$ cat config.mk
export PLATFORM = sky130hd
export DESIGN_NAME = srg_top
export DESIGN_NICKNAME = d
export VERILOG_FILES = /design/src/rtl/srg_pkg.sv /design/src/rtl/srg_divider.sv /design/src/rtl/srg_top.sv
export SDC_FILE = /design/constraint.sdc
export NUM_CORES = 2
export LEC_CHECK = 0
export ABC_AREA = 1
export BUFFER_PORTS_ARGS = -buffer_cell sky130_fd_sc_hd__buf_2
export CELL_PAD_IN_SITES_DETAIL_PLACEMENT = 0
export CELL_PAD_IN_SITES_GLOBAL_PLACEMENT = 1
export CORE_ASPECT_RATIO = 0.75
export CORE_UTILIZATION = 48
export DETAILED_ROUTE_END_ITERATION = 16
export MAX_ROUTING_LAYER = met4
export PLACE_DENSITY = 0.8
export SYNTH_ARGS = -nofsm -noshare
export SYNTH_HDL_FRONTEND = slang
export SYNTH_SLANG_ARGS = --single-unit
$ cat constraint.sdc
create_clock -name clk -period 17.3 [get_ports clk]
set_input_delay 5.19 -clock clk [delete_from_list [all_inputs] [get_ports clk]]
set_output_delay 5.19 -clock clk [all_outputs]
set_load 0.05 [all_outputs]
$ cat src/rtl/srg_pkg.sv
// Summary of operation
// rise time sets 100% rise, 0.1..600 s
// fall time sets 100% fall, same range
// freeze holds output at last value
// any ramp reset overrides freeze
// invert negates target before rate limiting
// curve fraction sets S-shaped share; zero linear; code: nonzero curve shapes only the start, fixed step/32 build-up
// effective time = time*(3.5*curve/100+1)
// slewing limit 0..100% decides ramp activity
// slewing flag when |output-target| exceeds limit
// slewing flag means ramp is limiting rate
// restart select resets ramp on start pulse
// sequencer pulses start one cycle per enable
// restart select preloads output at each enable
// no preload when drive is disabled
// forced preload holds output at preload level
// forced preload independent of restart select
// after forced preload, slew from preload value
// after freeze release, ramp from held value
// target steps are slewed, never jumped
// rise rate away from zero, fall toward
// per tick step bounded, stop exactly on target
package srg_pkg;
  // register byte offsets
  localparam logic [7:0] SRG_OFF_CTRL = 8'h00;
  localparam logic [7:0] SRG_OFF_RISE = 8'h04;
  localparam logic [7:0] SRG_OFF_FALL = 8'h08;
  localparam logic [7:0] SRG_OFF_CURVE = 8'h0c;
  localparam logic [7:0] SRG_OFF_LIMIT = 8'h10;
  localparam logic [7:0] SRG_OFF_PRELOAD = 8'h14;
  localparam logic [7:0] SRG_OFF_STATUS = 8'h18;
  localparam logic [7:0] SRG_OFF_OUTPUT = 8'h1c;
  // control field positions
  localparam int SRG_CTRL_INVERT = 0;
  localparam int SRG_CTRL_RESTART_SEL = 1;
  localparam int SRG_CTRL_FORCED = 2;
  localparam int SRG_CTRL_FREEZE = 3;
  // reset values: times in 0.1 s, percents in 0.01 %
  localparam logic [3:0] SRG_CTRL_RST = 4'h2;
  localparam logic [12:0] SRG_RISE_RST = 13'h0064;
  localparam logic [12:0] SRG_FALL_RST = 13'h0064;
  localparam logic [13:0] SRG_CURVE_RST = 14'h00fa;
  localparam logic [13:0] SRG_LIMIT_RST = 14'h0032;
  localparam logic [15:0] SRG_PRELOAD_RST = 16'h0000;
  // setting limits
  localparam logic [12:0] SRG_TIME_MIN = 13'h0001;
  localparam logic [12:0] SRG_TIME_MAX = 13'h1770;
  localparam logic [13:0] SRG_PCT_MAX = 14'h2710;
  // curve scaling: denominator = time * (20000 + 7 * curve)
  localparam logic [31:0] SRG_CURVE_BASE = 32'h00004e20;
  localparam logic [31:0] SRG_CURVE_MUL = 32'h00000007;
  // control tick timing
  localparam int SRG_CLK_HZ = 40_000_000;
  localparam int SRG_TICK_US = 1000;
  localparam int SRG_TICK_CYCLES = SRG_CLK_HZ / 1_000_000 * SRG_TICK_US;
  // step numerator: 100 % (16.16 fixed) * 20000 / ticks per 0.1 s
  localparam longint SRG_STEP_NUM_L = 64'd10000 * 64'd65536 * 64'd20000 * SRG_TICK_US / 64'd100000;
  localparam logic [39:0] SRG_STEP_NUM = SRG_STEP_NUM_L[39:0];
  // s-curve rate build-up, step/32 per tick
  localparam int SRG_JERK_SHIFT = 5;
  localparam logic [1:0] SRG_RESP_OKAY = 2'h0;
  localparam logic [1:0] SRG_RESP_SLVERR = 2'h2;
endpackage

$ cat src/rtl/srg_divider.sv
`timescale 1ns/1ps
module srg_divider import srg_pkg::*; #(
  parameter int NW = 40,
  parameter int DW = 32
) (
  // clock and reset
  input wire logic clk,
  input wire logic rst_n,
  // request
  input wire logic start,
  input wire logic [NW-1:0] numer,
  input wire logic [DW-1:0] denom,
  // answer
  output logic busy,
  output logic done,
  output logic [NW-1:0] quot
);
  logic [DW:0] rem_q;
  logic [DW:0] rem_sh;
  logic [DW-1:0] den_q;
  logic [NW-1:0] quo_q;
  logic [$clog2(NW+1)-1:0] cnt_q;
  logic run_q;
  logic done_q;

  assign rem_sh = {rem_q[DW-1:0], quo_q[NW-1]};

  // restoring division, one quotient bit a clock
  always_ff @(posedge clk or negedge rst_n) begin
    if (!rst_n) begin
      rem_q <= '0;
      den_q <= '0;
      quo_q <= '0;
      cnt_q <= '0;
      run_q <= 1'b0;
      done_q <= 1'b0;
    end else begin
      done_q <= 1'b0;
      if (start && !run_q) begin
        rem_q <= '0;
        den_q <= denom;
        quo_q <= numer;
        cnt_q <= ($clog2(NW+1))'(NW);
        run_q <= 1'b1;
      end else if (run_q) begin
        if (rem_sh >= {1'b0, den_q}) begin
          rem_q <= rem_sh - {1'b0, den_q};
          quo_q <= {quo_q[NW-2:0], 1'b1};
        end else begin
          rem_q <= rem_sh;
          quo_q <= {quo_q[NW-2:0], 1'b0};
        end
        cnt_q <= cnt_q - 1'b1;
        if (cnt_q == 1) begin
          run_q <= 1'b0;
          done_q <= 1'b1;
        end
      end
    end
  end

  assign busy = run_q;
  assign done = done_q;
  assign quot = quo_q;
endmodule

$ cat src/rtl/srg_top.sv
// Design decisions made here: the register addresses and the AXI4-Lite slave port.
`timescale 1ns/1ps
module srg_top import srg_pkg::*; #(
  parameter int TICK_CYCLES = SRG_TICK_CYCLES
) (
  // clock and reset
  input wire logic clk,
  input wire logic rst_n,
  // axi4-lite write address
  input wire logic s_axi_awvalid,
  output logic s_axi_awready,
  input wire logic [7:0] s_axi_awaddr,
  // axi4-lite write data
  input wire logic s_axi_wvalid,
  output logic s_axi_wready,
  input wire logic [31:0] s_axi_wdata,
  input wire logic [3:0] s_axi_wstrb,
  // axi4-lite write response
  output logic s_axi_bvalid,
  input wire logic s_axi_bready,
  output logic [1:0] s_axi_bresp,
  // axi4-lite read address
  input wire logic s_axi_arvalid,
  output logic s_axi_arready,
  input wire logic [7:0] s_axi_araddr,
  // axi4-lite read data
  output logic s_axi_rvalid,
  input wire logic s_axi_rready,
  output logic [31:0] s_axi_rdata,
  output logic [1:0] s_axi_rresp,
  // setpoint side
  input wire logic [15:0] target_setpoint,
  input wire logic start_pulse,
  input wire logic digital_input_two,
  output logic [15:0] shaped_setpoint,
  output logic slewing_flag
);
  typedef enum {SRG_RISE_GO, SRG_RISE_WAIT, SRG_FALL_GO, SRG_FALL_WAIT} srg_div_st_t;

  logic rst_meta_q;
  logic rst_sync_q;
  logic [3:0] ctrl_q;
  logic [12:0] rise_q;
  logic [12:0] fall_q;
  logic [13:0] curve_q;
  logic [13:0] limit_q;
  logic [15:0] preload_q;
  logic aw_got_q;
  logic w_got_q;
  logic [7:0] awaddr_q;
  logic [31:0] wdata_q;
  logic [3:0] wstrb_q;
  logic bvalid_q;
  logic [1:0] bresp_q;
  logic rvalid_q;
  logic [31:0] rdata_q;
  logic [1:0] rresp_q;
  logic [$clog2(TICK_CYCLES)-1:0] tick_cnt_q;
  logic tick_q;
  srg_div_st_t div_st_q;
  logic div_start;
  logic div_busy;
  logic div_done;
  logic [39:0] div_quot;
  logic [31:0] step_rise_q;
  logic [31:0] step_fall_q;
  logic [31:0] rate_q;
  logic signed [31:0] pos_q;
  logic slew_q;
  logic wr_fire;

  // reset is released through two flops
  always_ff @(posedge clk or negedge rst_n) begin
    if (!rst_n) begin
      rst_meta_q <= 1'b0;
      rst_sync_q <= 1'b0;
    end else begin
      rst_meta_q <= 1'b1;
      rst_sync_q <= rst_meta_q;
    end
  end

  function automatic logic [31:0] srg_merge(input logic [31:0] old_v, input logic [31:0] new_v,
                                            input logic [3:0] strb);
    logic [31:0] res;
    res = old_v;
    for (int i = 0; i < 4; i++) begin
      if (strb[i]) begin
        res[i*8 +: 8] = new_v[i*8 +: 8];
      end
    end
    return res;
  endfunction

  function automatic logic srg_mapped(input logic [7:0] addr);
    return addr[1:0] == 2'b00 && addr <= SRG_OFF_OUTPUT;
  endfunction

  // write channel: address and data taken in either order
  // readies stay low until the internal reset lifts, so no early request is lost
  assign s_axi_awready = rst_sync_q && !aw_got_q && !bvalid_q;
  assign s_axi_wready = rst_sync_q && !w_got_q && !bvalid_q;
  assign wr_fire = aw_got_q && w_got_q && !bvalid_q;

  always_ff @(posedge clk or negedge rst_sync_q) begin
    if (!rst_sync_q) begin
      aw_got_q <= 1'b0;
      w_got_q <= 1'b0;
      awaddr_q <= '0;
      wdata_q <= '0;
      wstrb_q <= '0;
      bvalid_q <= 1'b0;
      bresp_q <= SRG_RESP_OKAY;
    end else begin
      if (s_axi_awvalid && s_axi_awready) begin
        aw_got_q <= 1'b1;
        awaddr_q <= s_axi_awaddr;
      end
      if (s_axi_wvalid && s_axi_wready) begin
        w_got_q <= 1'b1;
        wdata_q <= s_axi_wdata;
        wstrb_q <= s_axi_wstrb;
      end
      if (wr_fire) begin
        aw_got_q <= 1'b0;
        w_got_q <= 1'b0;
        bvalid_q <= 1'b1;
        bresp_q <= srg_mapped(awaddr_q) ? SRG_RESP_OKAY : SRG_RESP_SLVERR;
      end else if (bvalid_q && s_axi_bready) begin
        bvalid_q <= 1'b0;
      end
    end
  end

  // settings; out-of-range times and percents are clamped on write
  always_ff @(posedge clk or negedge rst_sync_q) begin
    logic [31:0] v;
    if (!rst_sync_q) begin
      ctrl_q <= SRG_CTRL_RST;
      rise_q <= SRG_RISE_RST;
      fall_q <= SRG_FALL_RST;
      curve_q <= SRG_CURVE_RST;
      limit_q <= SRG_LIMIT_RST;
      preload_q <= SRG_PRELOAD_RST;
    end else if (wr_fire) begin
      if (awaddr_q == SRG_OFF_CTRL) begin
        v = srg_merge({28'h0, ctrl_q}, wdata_q, wstrb_q);
        ctrl_q <= v[3:0];
      end else if (awaddr_q == SRG_OFF_RISE || awaddr_q == SRG_OFF_FALL) begin
        v = srg_merge({19'h0, awaddr_q == SRG_OFF_RISE ? rise_q : fall_q}, wdata_q, wstrb_q);
        if (v < {19'h0, SRG_TIME_MIN}) begin
          v = {19'h0, SRG_TIME_MIN};
        end else if (v > {19'h0, SRG_TIME_MAX}) begin
          v = {19'h0, SRG_TIME_MAX};
        end
        if (awaddr_q == SRG_OFF_RISE) begin
          rise_q <= v[12:0];
        end else begin
          fall_q <= v[12:0];
        end
      end else if (awaddr_q == SRG_OFF_CURVE) begin
        v = srg_merge({18'h0, curve_q}, wdata_q, wstrb_q);
        curve_q <= v > {18'h0, SRG_PCT_MAX} ? SRG_PCT_MAX : v[13:0];
      end else if (awaddr_q == SRG_OFF_LIMIT) begin
        v = srg_merge({18'h0, limit_q}, wdata_q, wstrb_q);
        limit_q <= v > {18'h0, SRG_PCT_MAX} ? SRG_PCT_MAX : v[13:0];
      end else if (awaddr_q == SRG_OFF_PRELOAD) begin
        v = srg_merge({16'h0, preload_q}, wdata_q, wstrb_q);
        preload_q <= v[15:0];
      end
    end else begin
      v = '0;
    end
  end

  // read channel, one word answered the cycle after the address
  assign s_axi_arready = rst_sync_q && !rvalid_q;

  always_ff @(posedge clk or negedge rst_sync_q) begin
    if (!rst_sync_q) begin
      rvalid_q <= 1'b0;
      rdata_q <= '0;
      rresp_q <= SRG_RESP_OKAY;
    end else if (s_axi_arvalid && s_axi_arready) begin
      rvalid_q <= 1'b1;
      rresp_q <= SRG_RESP_OKAY;
      if (s_axi_araddr == SRG_OFF_CTRL) begin
        rdata_q <= {28'h0, ctrl_q};
      end else if (s_axi_araddr == SRG_OFF_RISE) begin
        rdata_q <= {19'h0, rise_q};
      end else if (s_axi_araddr == SRG_OFF_FALL) begin
        rdata_q <= {19'h0, fall_q};
      end else if (s_axi_araddr == SRG_OFF_CURVE) begin
        rdata_q <= {18'h0, curve_q};
      end else if (s_axi_araddr == SRG_OFF_LIMIT) begin
        rdata_q <= {18'h0, limit_q};
      end else if (s_axi_araddr == SRG_OFF_PRELOAD) begin
        rdata_q <= {16'h0, preload_q};
      end else if (s_axi_araddr == SRG_OFF_STATUS) begin
        rdata_q <= {30'h0, rate_q != 32'h0, slew_q};
      end else if (s_axi_araddr == SRG_OFF_OUTPUT) begin
        rdata_q <= {{16{pos_q[31]}}, pos_q[31:16]};
      end else begin
        rdata_q <= '0;
        rresp_q <= SRG_RESP_SLVERR;
      end
    end else if (rvalid_q && s_axi_rready) begin
      rvalid_q <= 1'b0;
    end
  end

  assign s_axi_bvalid = bvalid_q;
  assign s_axi_bresp = bresp_q;
  assign s_axi_rvalid = rvalid_q;
  assign s_axi_rdata = rdata_q;
  assign s_axi_rresp = rresp_q;

  // control tick enable
  always_ff @(posedge clk or negedge rst_sync_q) begin
    if (!rst_sync_q) begin
      tick_cnt_q <= '0;
      tick_q <= 1'b0;
    end else if (tick_cnt_q == ($clog2(TICK_CYCLES))'(TICK_CYCLES - 1)) begin
      tick_cnt_q <= '0;
      tick_q <= 1'b1;
    end else begin
      tick_cnt_q <= tick_cnt_q + 1'b1;
      tick_q <= 1'b0;
    end
  end

  // step sizes recomputed continually; a settings change lands within a few hundred clocks
  logic [12:0] div_time;
  logic [31:0] div_den;
  assign div_time = (div_st_q == SRG_RISE_GO || div_st_q == SRG_RISE_WAIT) ? rise_q : fall_q;
  assign div_den = 32'(div_time) * (SRG_CURVE_BASE + SRG_CURVE_MUL * 32'(curve_q));
  assign div_start = (div_st_q == SRG_RISE_GO || div_st_q == SRG_FALL_GO) && !div_busy;

  always_ff @(posedge clk or negedge rst_sync_q) begin
    if (!rst_sync_q) begin
      div_st_q <= SRG_RISE_GO;
      step_rise_q <= '0;
      step_fall_q <= '0;
    end else begin
      case (div_st_q)
        SRG_RISE_GO: begin
          if (div_start) begin
            div_st_q <= SRG_RISE_WAIT;
          end
        end
        SRG_RISE_WAIT: begin
          if (div_done) begin
            step_rise_q <= div_quot[31:0];
            div_st_q <= SRG_FALL_GO;
          end
        end
        SRG_FALL_GO: begin
          if (div_start) begin
            div_st_q <= SRG_FALL_WAIT;
          end
        end
        default: begin
          if (div_done) begin
            step_fall_q <= div_quot[31:0];
            div_st_q <= SRG_RISE_GO;
          end
        end
      endcase
    end
  end

  srg_divider #(.NW(40), .DW(32)) u_div (
    .clk(clk),
    .rst_n(rst_sync_q),
    .start(div_start),
    .numer(SRG_STEP_NUM),
    .denom(div_den),
    .busy(div_busy),
    .done(div_done),
    .quot(div_quot)
  );

  // ramp target, 16.16 fixed point in hundredths of a percent
  logic signed [16:0] tgt_w;
  logic signed [32:0] tgt_fx;
  logic signed [32:0] diff;
  logic [32:0] diff_abs;
  logic away;
  logic [31:0] lin_step;
  logic [31:0] rate_nx;
  logic [31:0] eff_step;
  logic preload_now;
  logic freeze;

  assign tgt_w = ctrl_q[SRG_CTRL_INVERT] ? -$signed({target_setpoint[15], target_setpoint})
                                         : $signed({target_setpoint[15], target_setpoint});
  assign tgt_fx = {tgt_w, 16'h0};
  assign diff = tgt_fx - {pos_q[31], pos_q};
  assign diff_abs = diff[32] ? 33'(-diff) : diff;
  assign away = diff[32] ? pos_q[31] || pos_q == 0 : !pos_q[31];
  assign lin_step = away ? step_rise_q : step_fall_q;
  // s-curve trade-off: only the rate build-up is shaped, the stop is a clean clamp
  assign rate_nx = rate_q + (lin_step >> SRG_JERK_SHIFT) + 32'h1;
  assign eff_step = curve_q == 0 ? lin_step : (rate_nx > lin_step ? lin_step : rate_nx);
  assign preload_now = ctrl_q[SRG_CTRL_FORCED]
                       || (ctrl_q[SRG_CTRL_RESTART_SEL] && start_pulse);
  assign freeze = ctrl_q[SRG_CTRL_FREEZE] || digital_input_two;

  always_ff @(posedge clk or negedge rst_sync_q) begin
    if (!rst_sync_q) begin
      pos_q <= '0;
      rate_q <= '0;
    end else if (preload_now) begin
      pos_q <= {preload_q, 16'h0};
      rate_q <= '0;
    end else if (tick_q && !freeze) begin
      if (diff_abs <= {1'b0, eff_step}) begin
        pos_q <= tgt_fx[31:0];
        rate_q <= '0;
      end else if (diff[32]) begin
        pos_q <= pos_q - $signed(eff_step);
        rate_q <= eff_step;
      end else begin
        pos_q <= pos_q + $signed(eff_step);
        rate_q <= eff_step;
      end
    end
  end

  // slewing flag from the whole-hundredths difference
  logic signed [17:0] out_diff;
  logic [17:0] out_abs;
  // the integer part is a plain slice, so it must be re-signed before widening
  assign out_diff = 18'($signed(pos_q[31:16])) - 18'(tgt_w);
  assign out_abs = out_diff[17] ? 18'(-out_diff) : out_diff;

  always_ff @(posedge clk or negedge rst_sync_q) begin
    if (!rst_sync_q) begin
      slew_q <= 1'b0;
    end else begin
      slew_q <= out_abs > {4'h0, limit_q};
    end
  end

  assign shaped_setpoint = pos_q[31:16];
  assign slewing_flag = slew_q;
endmodule

==> After elaboration in Yosys (flattened, before gate mapping) <==
Index checks and enable logic that the tools add are counted.
{ "totals": {"regBits": 450, "latch_bits": 0, "ram_bits": 0, "rom_bits": 0, "inputBits": 77, "output_inout_bits": 58, "wordCells": 262, "mem_count": 0} }
{ "classes": {"add_sub_neg": 13, "multipliers": 2, "n_div": 0, "order_cmp": 9, "eq_ne": 21, "shifts": 0, "n_mux": 122, "n_bitwise": 6, "reduce_logical": 56} }
{ "ops": {"columns": ["cell", "count"], "rows": [
  ["32-bit 2-to-1 mux", 25],
  ["8-bit 2-to-1 mux", 56],
  ["32-bit logical NOT", 3],
  ["32-bit case mux with 3 select lines", 1],
  ["40-bit 2-to-1 mux", 2],
  ["32-bit by 2-bit equality test with 1-bit output, second input constant", 2],
  ["32-bit by 14-bit greater-than comparator with 1-bit output, second input constant", 2],
  ["32-bit subtractor", 2],
  ["13-bit 2-to-1 mux", 4],
  ["8-bit by 5-bit equality test with 1-bit output, second input constant", 6],
  ["33-bit by 32-bit greater-or-equal comparator with 1-bit output", 1],
  ["33-bit by 32-bit less-or-equal comparator with 1-bit output", 1],
  ["33-bit 2-to-1 mux", 1],
  ["33-bit negation", 1],
  ["33-bit subtractor", 1],
  ["32-bit by 1-bit adder with 32-bit output, second input constant", 1],
  ["32-bit by 27-bit adder with 32-bit output", 1],
  ["32-bit adder", 1],
  ["32-bit by 1-bit equality test with 1-bit output, second input constant", 1],
  ["32-bit by 3-bit equality test with 1-bit output, second input constant", 1],
  ["8-bit by 4-bit equality test with 1-bit output, second input constant", 4],
  ["32-bit by 13-bit greater-than comparator with 1-bit output, second input constant", 1],
  ["32-bit greater-than comparator", 1],
  ["32-bit by 1-bit < comparator with 1-bit output, second input constant", 1],
  ["37 further kinds", 109]
]} }

==> Logic depth before layout (Yosys ltp) <==
{ "depth": {"ltp_word": 15, "mapped_depth": 82} }

==> Modules after synthesis <==
Synthesis repeated with hierarchy kept, for this count alone.
{ "unflattened": {"hier_cells": 5530, "hier_area_um2": 39873.2} }
{ "modules_own_cells": {"columns": ["mod", "n_inst", "cells_each", "area_per_inst_um2", "seq_area_each_um2"], "rows": [
  ["srg_top", 1, 4421, 32298.5, 7302.0],
  ["srg_divider", 1, 1109, 7574.8, 2802.7]
]} }

==> Worst setup path before layout <==
Ideal clock, no wire load.
{ "synth_timing": {"path_type": "reg2out", "startpoint": "register rst_sync_q", "endpoint": "output s_axi_awready", "t_arrival_ns": 11.151, "t_required_ns": 12.110, "setup_slack_ns": 0.959, "stages_incl_launch_ff": 3, "path_cell_list": "dfrtp_1 -> inv_1 -> nor3_1"} }
{ "synth_via": {"elab_chain_len": 2} }
{ "synth_rtl": {"columns": ["element", "line", "source"], "rows": [
  ["start: declaration", "srg_top.sv:41", "logic rst_sync_q;"],
  ["start signal: assignment", "srg_top.sv:79", "rst_sync_q <= rst_meta_q;"],
  ["1-bit logical AND (2 in a row)", "srg_top.sv:101", "assign s_axi_awready = rst_sync_q && !aw_got_q && !bvalid_q;"],
  ["end: declaration", "srg_top.sv:11", "output logic s_axi_awready,"]
]} }
No other way between the ends.

==> Final worst setup path <==
{ "layout_timing": {"startpoint": "input target_setpoint[0]", "endpoint": "register pos_q[28]"} }
{ "layout_via": {"elab_chain_len": 15, "word_cells_on_any_way": 19, "cone_classes": "7 x add/sub; 2 x order compare; 10 x mux"} }
{ "layout_rtl": {"columns": ["element", "line", "source"], "rows": [
  ["start: declaration", "srg_top.sv:32", "input wire logic [15:0] target_setpoint,"],
  ["16-bit negation with 17-bit output", "srg_top.sv:295", "assign tgt_w = ctrl_q[SRG_CTRL_INVERT] ? -$signed({target_setpoint[15], target_setpoint})"],
  ["17-bit 2-to-1 mux *", "srg_top.sv:295", null],
  ["33-bit subtractor", "srg_top.sv:298", "assign diff = tgt_fx - {pos_q[31], pos_q};"],
  ["1-bit 2-to-1 mux", "srg_top.sv:300", "assign away = diff[32] ? pos_q[31] || pos_q == 0 : !pos_q[31];"],
  ["32-bit 2-to-1 mux", "srg_top.sv:301", "assign lin_step = away ? step_rise_q : step_fall_q;"],
  ["32-bit by 27-bit adder with 32-bit output", "srg_top.sv:303", "assign rate_nx = rate_q + (lin_step >> SRG_JERK_SHIFT) + 32'h1;"],
  ["32-bit by 1-bit adder with 32-bit output", "srg_top.sv:303", null],
  ["32-bit greater-than comparator", "srg_top.sv:304", "assign eff_step = curve_q == 0 ? lin_step : (rate_nx > lin_step ? lin_step : rate_nx);"],
  ["32-bit 2-to-1 mux (2 in a row)", "srg_top.sv:304", null],
  ["32-bit adder / 32-bit subtractor (equally long branches)", "srg_top.sv:324, srg_top.sv:321", null],
  ["32-bit 2-to-1 mux", "srg_top.sv:320", "end else if (diff[32]) begin"],
  ["32-bit 2-to-1 mux *", "srg_top.sv:317", "if (diff_abs <= {1'b0, eff_step}) begin"],
  ["32-bit 2-to-1 mux *", "srg_top.sv:316", "end else if (tick_q && !freeze) begin"],
  ["32-bit 2-to-1 mux *", "srg_top.sv:313", "end else if (preload_now) begin"],
  ["end signal: assignment", "srg_top.sv:314", "pos_q <= {preload_q, 16'h0};"],
  ["end signal: assignment", "srg_top.sv:318", "pos_q <= tgt_fx[31:0];"],
  ["end signal: assignment", "srg_top.sv:321", "pos_q <= pos_q - $signed(eff_step);"],
  ["end: declaration", "srg_top.sv:68", "logic signed [31:0] pos_q;"]
]} }
Every way passes the cells marked *; elsewhere a longest branch is shown, timed or not. The select of a mux whose other input is x is not followed.
A chain may end at the register's enable or synchronous reset.

==> impl_metrics.json <==
{
  "outcome": "complete, no violations",
  "dpl.cell_count": 6120,
  "synthAdderAreaFrac": 0.2093,
  "path_class": "in2reg",
  "layout_common_cells": "nand2_1 (1119), inv_1 (850), o21ai_0 (398)",
  "drt_iter0_drc": 2976,
  "placed_area_um2": 39310,
  "final.period_utilization": 0.9339,
  "cpMostUsedCell": "nand2_1",
  "rsz0062_at_grt": "no",
  "ys_types": 66,
  "synthMuxAreaShare": 0.008195,
  "endpoint_kind": "flip-flop",
  "viasPerCell": 5.429,
  "ctsHoldBuffers": 0,
  "clock_skew_ns": 0.03664,
  "setup_viol": 0,
  "busiest_layer": "met1",
  "grt_pass1_wl_um": 182700,
  "ys_warn_count": 0,
  "crit_fanout": 27,
  "cts_resized": 0,
  "cts_buffers": 45,
  "tns_ns": 0,
  "slew_viol_final": 0,
  "cap_violations": 0,
  "die_w_um": 326.3,
  "final-hold-violation-count": 0,
  "ys_seq_elements": 402,
  "antenna_found_initial": 2,
  "cp.arrival_ns": 16.69,
  "drc": 0,
  "die_area_um2": 80020,
  "cp-start-kind": "input port",
  "synth_top_family_by_area": "adder cells",
  "global_route.usage.met3": 0.06885,
  "post-route-util": 0.5281,
  "die_h_um": 245.2,
  "global_route.usage.met2": 0.4018,
  "finalWirelength_um": 116500,
  "clock_path_buffers": 3,
  "rows": 88,
  "syn_to_final_growth_pct": 8.102,
  "coreArea_um2": 77510,
  "regArea_um2": 10080,
  "portBuffers": 132,
  "ant_nets": 0,
  "ys.flop_type": "dfrtp_1",
  "period_minus_slack_ns": 16.16,
  "holdCritPathClass": "reg2async",
  "gp_congestion": 0.9975,
  "synth_enable_flop_cells": 0,
  "insertion_delay_ns": 0.62,
  "grt_overflow": 0,
  "netlist_instances": 5083,
  "synth_xor_area_frac": 0.04881,
  "synth-seq-area-share": 0.2662,
  "drt_first_pass_iters": 6,
  "num_io_pins": 135,
  "cts_setup_buffers": 0,
  "cts.sinks": 402,
  "wl_per_cell_um": 18.78,
  "final_common_cell": "nand2_1",
  "nNetsFinal": 5726,
  "slowest_stage": "nor4_2",
  "dpl.hpwl_um": 93160,
  "yosys.area_share.simple": 0.2071,
  "nFillCells": 7714,
  "grt_max_degree": 165,
  "drive_above_1_share": 0.07796,
  "grt_use_met1": 0.4503,
  "clock.fmax_mhz": 61.89,
  "worst_slew_pin_slew_ns": 1.198,
  "cts-root-buf": "clkbuf_16",
  "multi_input_area_um2": 23670,
  "fin_area_um2": 40930,
  "grt_util_all_layers": 0.2994,
  "fin_cells": 6206,
  "clk_pin_slew_worst_paths_ns": 0.06,
  "syn_avg_cell_area_um2": 7.449,
  "synth_compound_area_frac": 0.1507,
  "start_util": 0.4885,
  "async_flop_share": 1.000,
  "cp_data_required_time_ns": 17.83,
  "cts_tree": "yes",
  "synthesis.area_um2": 37870,
  "vias": 33690,
  "cp_slowest_stage_delay_ns": 0.41,
  "timing.slew.headroom": 0.1959,
  "grt_pass1_vias": 31590,
  "htreeDepth": 2
}
-- per-layer routing --
metal | vias to the layer above | wire (um) | part of all wire
li1 | 16450 | - | -
met1 | 16030 | 58070 | 0.50
met2 | 1070 | 46100 | 0.40
met3 | 142 | 9921 | 0.085
met4 | 0 | 2458 | 0.021
met5 | - | 0 | 0
-- sequential cells by signal (all words and copies together) (netlist names), 2 cells and up --
register / flops
awaddr_q: 8
ctrl_q: 4
curve_q: 14
div_st_q: 2
fall_q: 13
limit_q: 14
pos_q: 32
preload_q: 16
rate_q: 32
rise_q: 13
s_axi_rdata: 17
step_fall_q: 32
step_rise_q: 32
tick_cnt_q: 16
u_div.cnt_q: 6
u_div.den_q: 31
u_div.quot: 40
u_div.rem_q: 32
wdata_q: 32
wstrb_q: 4
-- cell type report --
cell class              instances  share of cell area
diodes                          2           0.0001223
clock inverters                20            0.007795
repair buffers                167             0.02317
well taps                    1035             0.03164
inverters                     883             0.08097
flip-flops and latches        402              0.2463
clock buffers                  64             0.03173
multi-input cells            3633              0.5782
-- worst max-delay path, delay by kind of cell --
family | cells | cell delay, ns
adders and majority gates | 5 | 1.47
xor gates and xnor gates | 4 | 1.06
and+or+nand+nor | 41 | 6.25
buffers and inverters | 8 | 0.74
AOI/OAI and AO/OA | 8 | 1.93
-- cell usage after synthesis, types with 22 or more instances --
master / number / area [um2]
nand4_1: 48 / 300.3
o22ai_1: 83 / 519.3
o21ai_0: 398 / 1992
nand2_2: 22 / 137.6
ha_1: 323 / 4041
nand2_1: 1122 / 4212
buf_4: 34 / 255.2
inv_1: 850 / 3191
nor4_1: 35 / 219.0
o21ai_1: 23 / 115.1
xor2_1: 163 / 1428
nand3_1: 138 / 690.7
mux2_2: 24 / 270.3
nor2_1: 342 / 1284
xnor2_1: 48 / 420.4
nor3_1: 61 / 305.3
or2_2: 29 / 181.4
dfrtp_1: 386 / 9659
clkbuf_1: 103 / 386.6
o31ai_1: 31 / 232.7
a21oi_1: 334 / 1672
fa_1: 194 / 3884
-- final timing paths --
check | start | endpoint | slack [ns] | cells past startpoint
min in group clk | rst_meta_q$_DFF_PN0_ | rst_sync_q$_DFF_PN0_ | 0.36 | 0
max in group asynchronous | rst_n | rst_sync_q$_DFF_PN0_ | 12.84 | 1
hold reg to reg | rst_sync_q$_DFF_PN0_ | rise_q[4]$_DFFE_PN0P_ | 0.29 | 0
setup / recovery | target_setpoint[0] | pos_q[28]$_DFFE_PN0P_ | 1.14 | 66
hold / removal | rst_sync_q$_DFF_PN0_ | rise_q[4]$_DFFE_PN0P_ | 0.29 | 0
setup reg to reg | ctrl_q[0]$_DFFE_PN0P_ | pos_q[28]$_DFFE_PN0P_ | 5.70 | 60
-- kinds of logic (layout without fill, tap and decap cells) --
group	count (synthesis)	after routing
AO/OA/AOI/OAI	1019	1019
XOR/XNOR	211	211
adder cells (fa/ha/maj)	517	517
buffers and inverters	1049	1134
flip-flops	402	402
multiplexers	28	28
other	2	5
AND/OR/NAND/NOR	1855	1855
-- stage by stage --
step	hold slack, ns	setup slack (ns)
after CTS	0.3125	1.489
final	0.2893	1.143
after global routing	0.3337	0.04060
after global placement	0.3072	1.042
after detailed placement	0.3068	0.8767
after floorplan	0.3312	0.9592
Power is left out: the tool's default activity adds up to more than one toggle a clock period on the data nets, which glitch-free logic cannot reach.
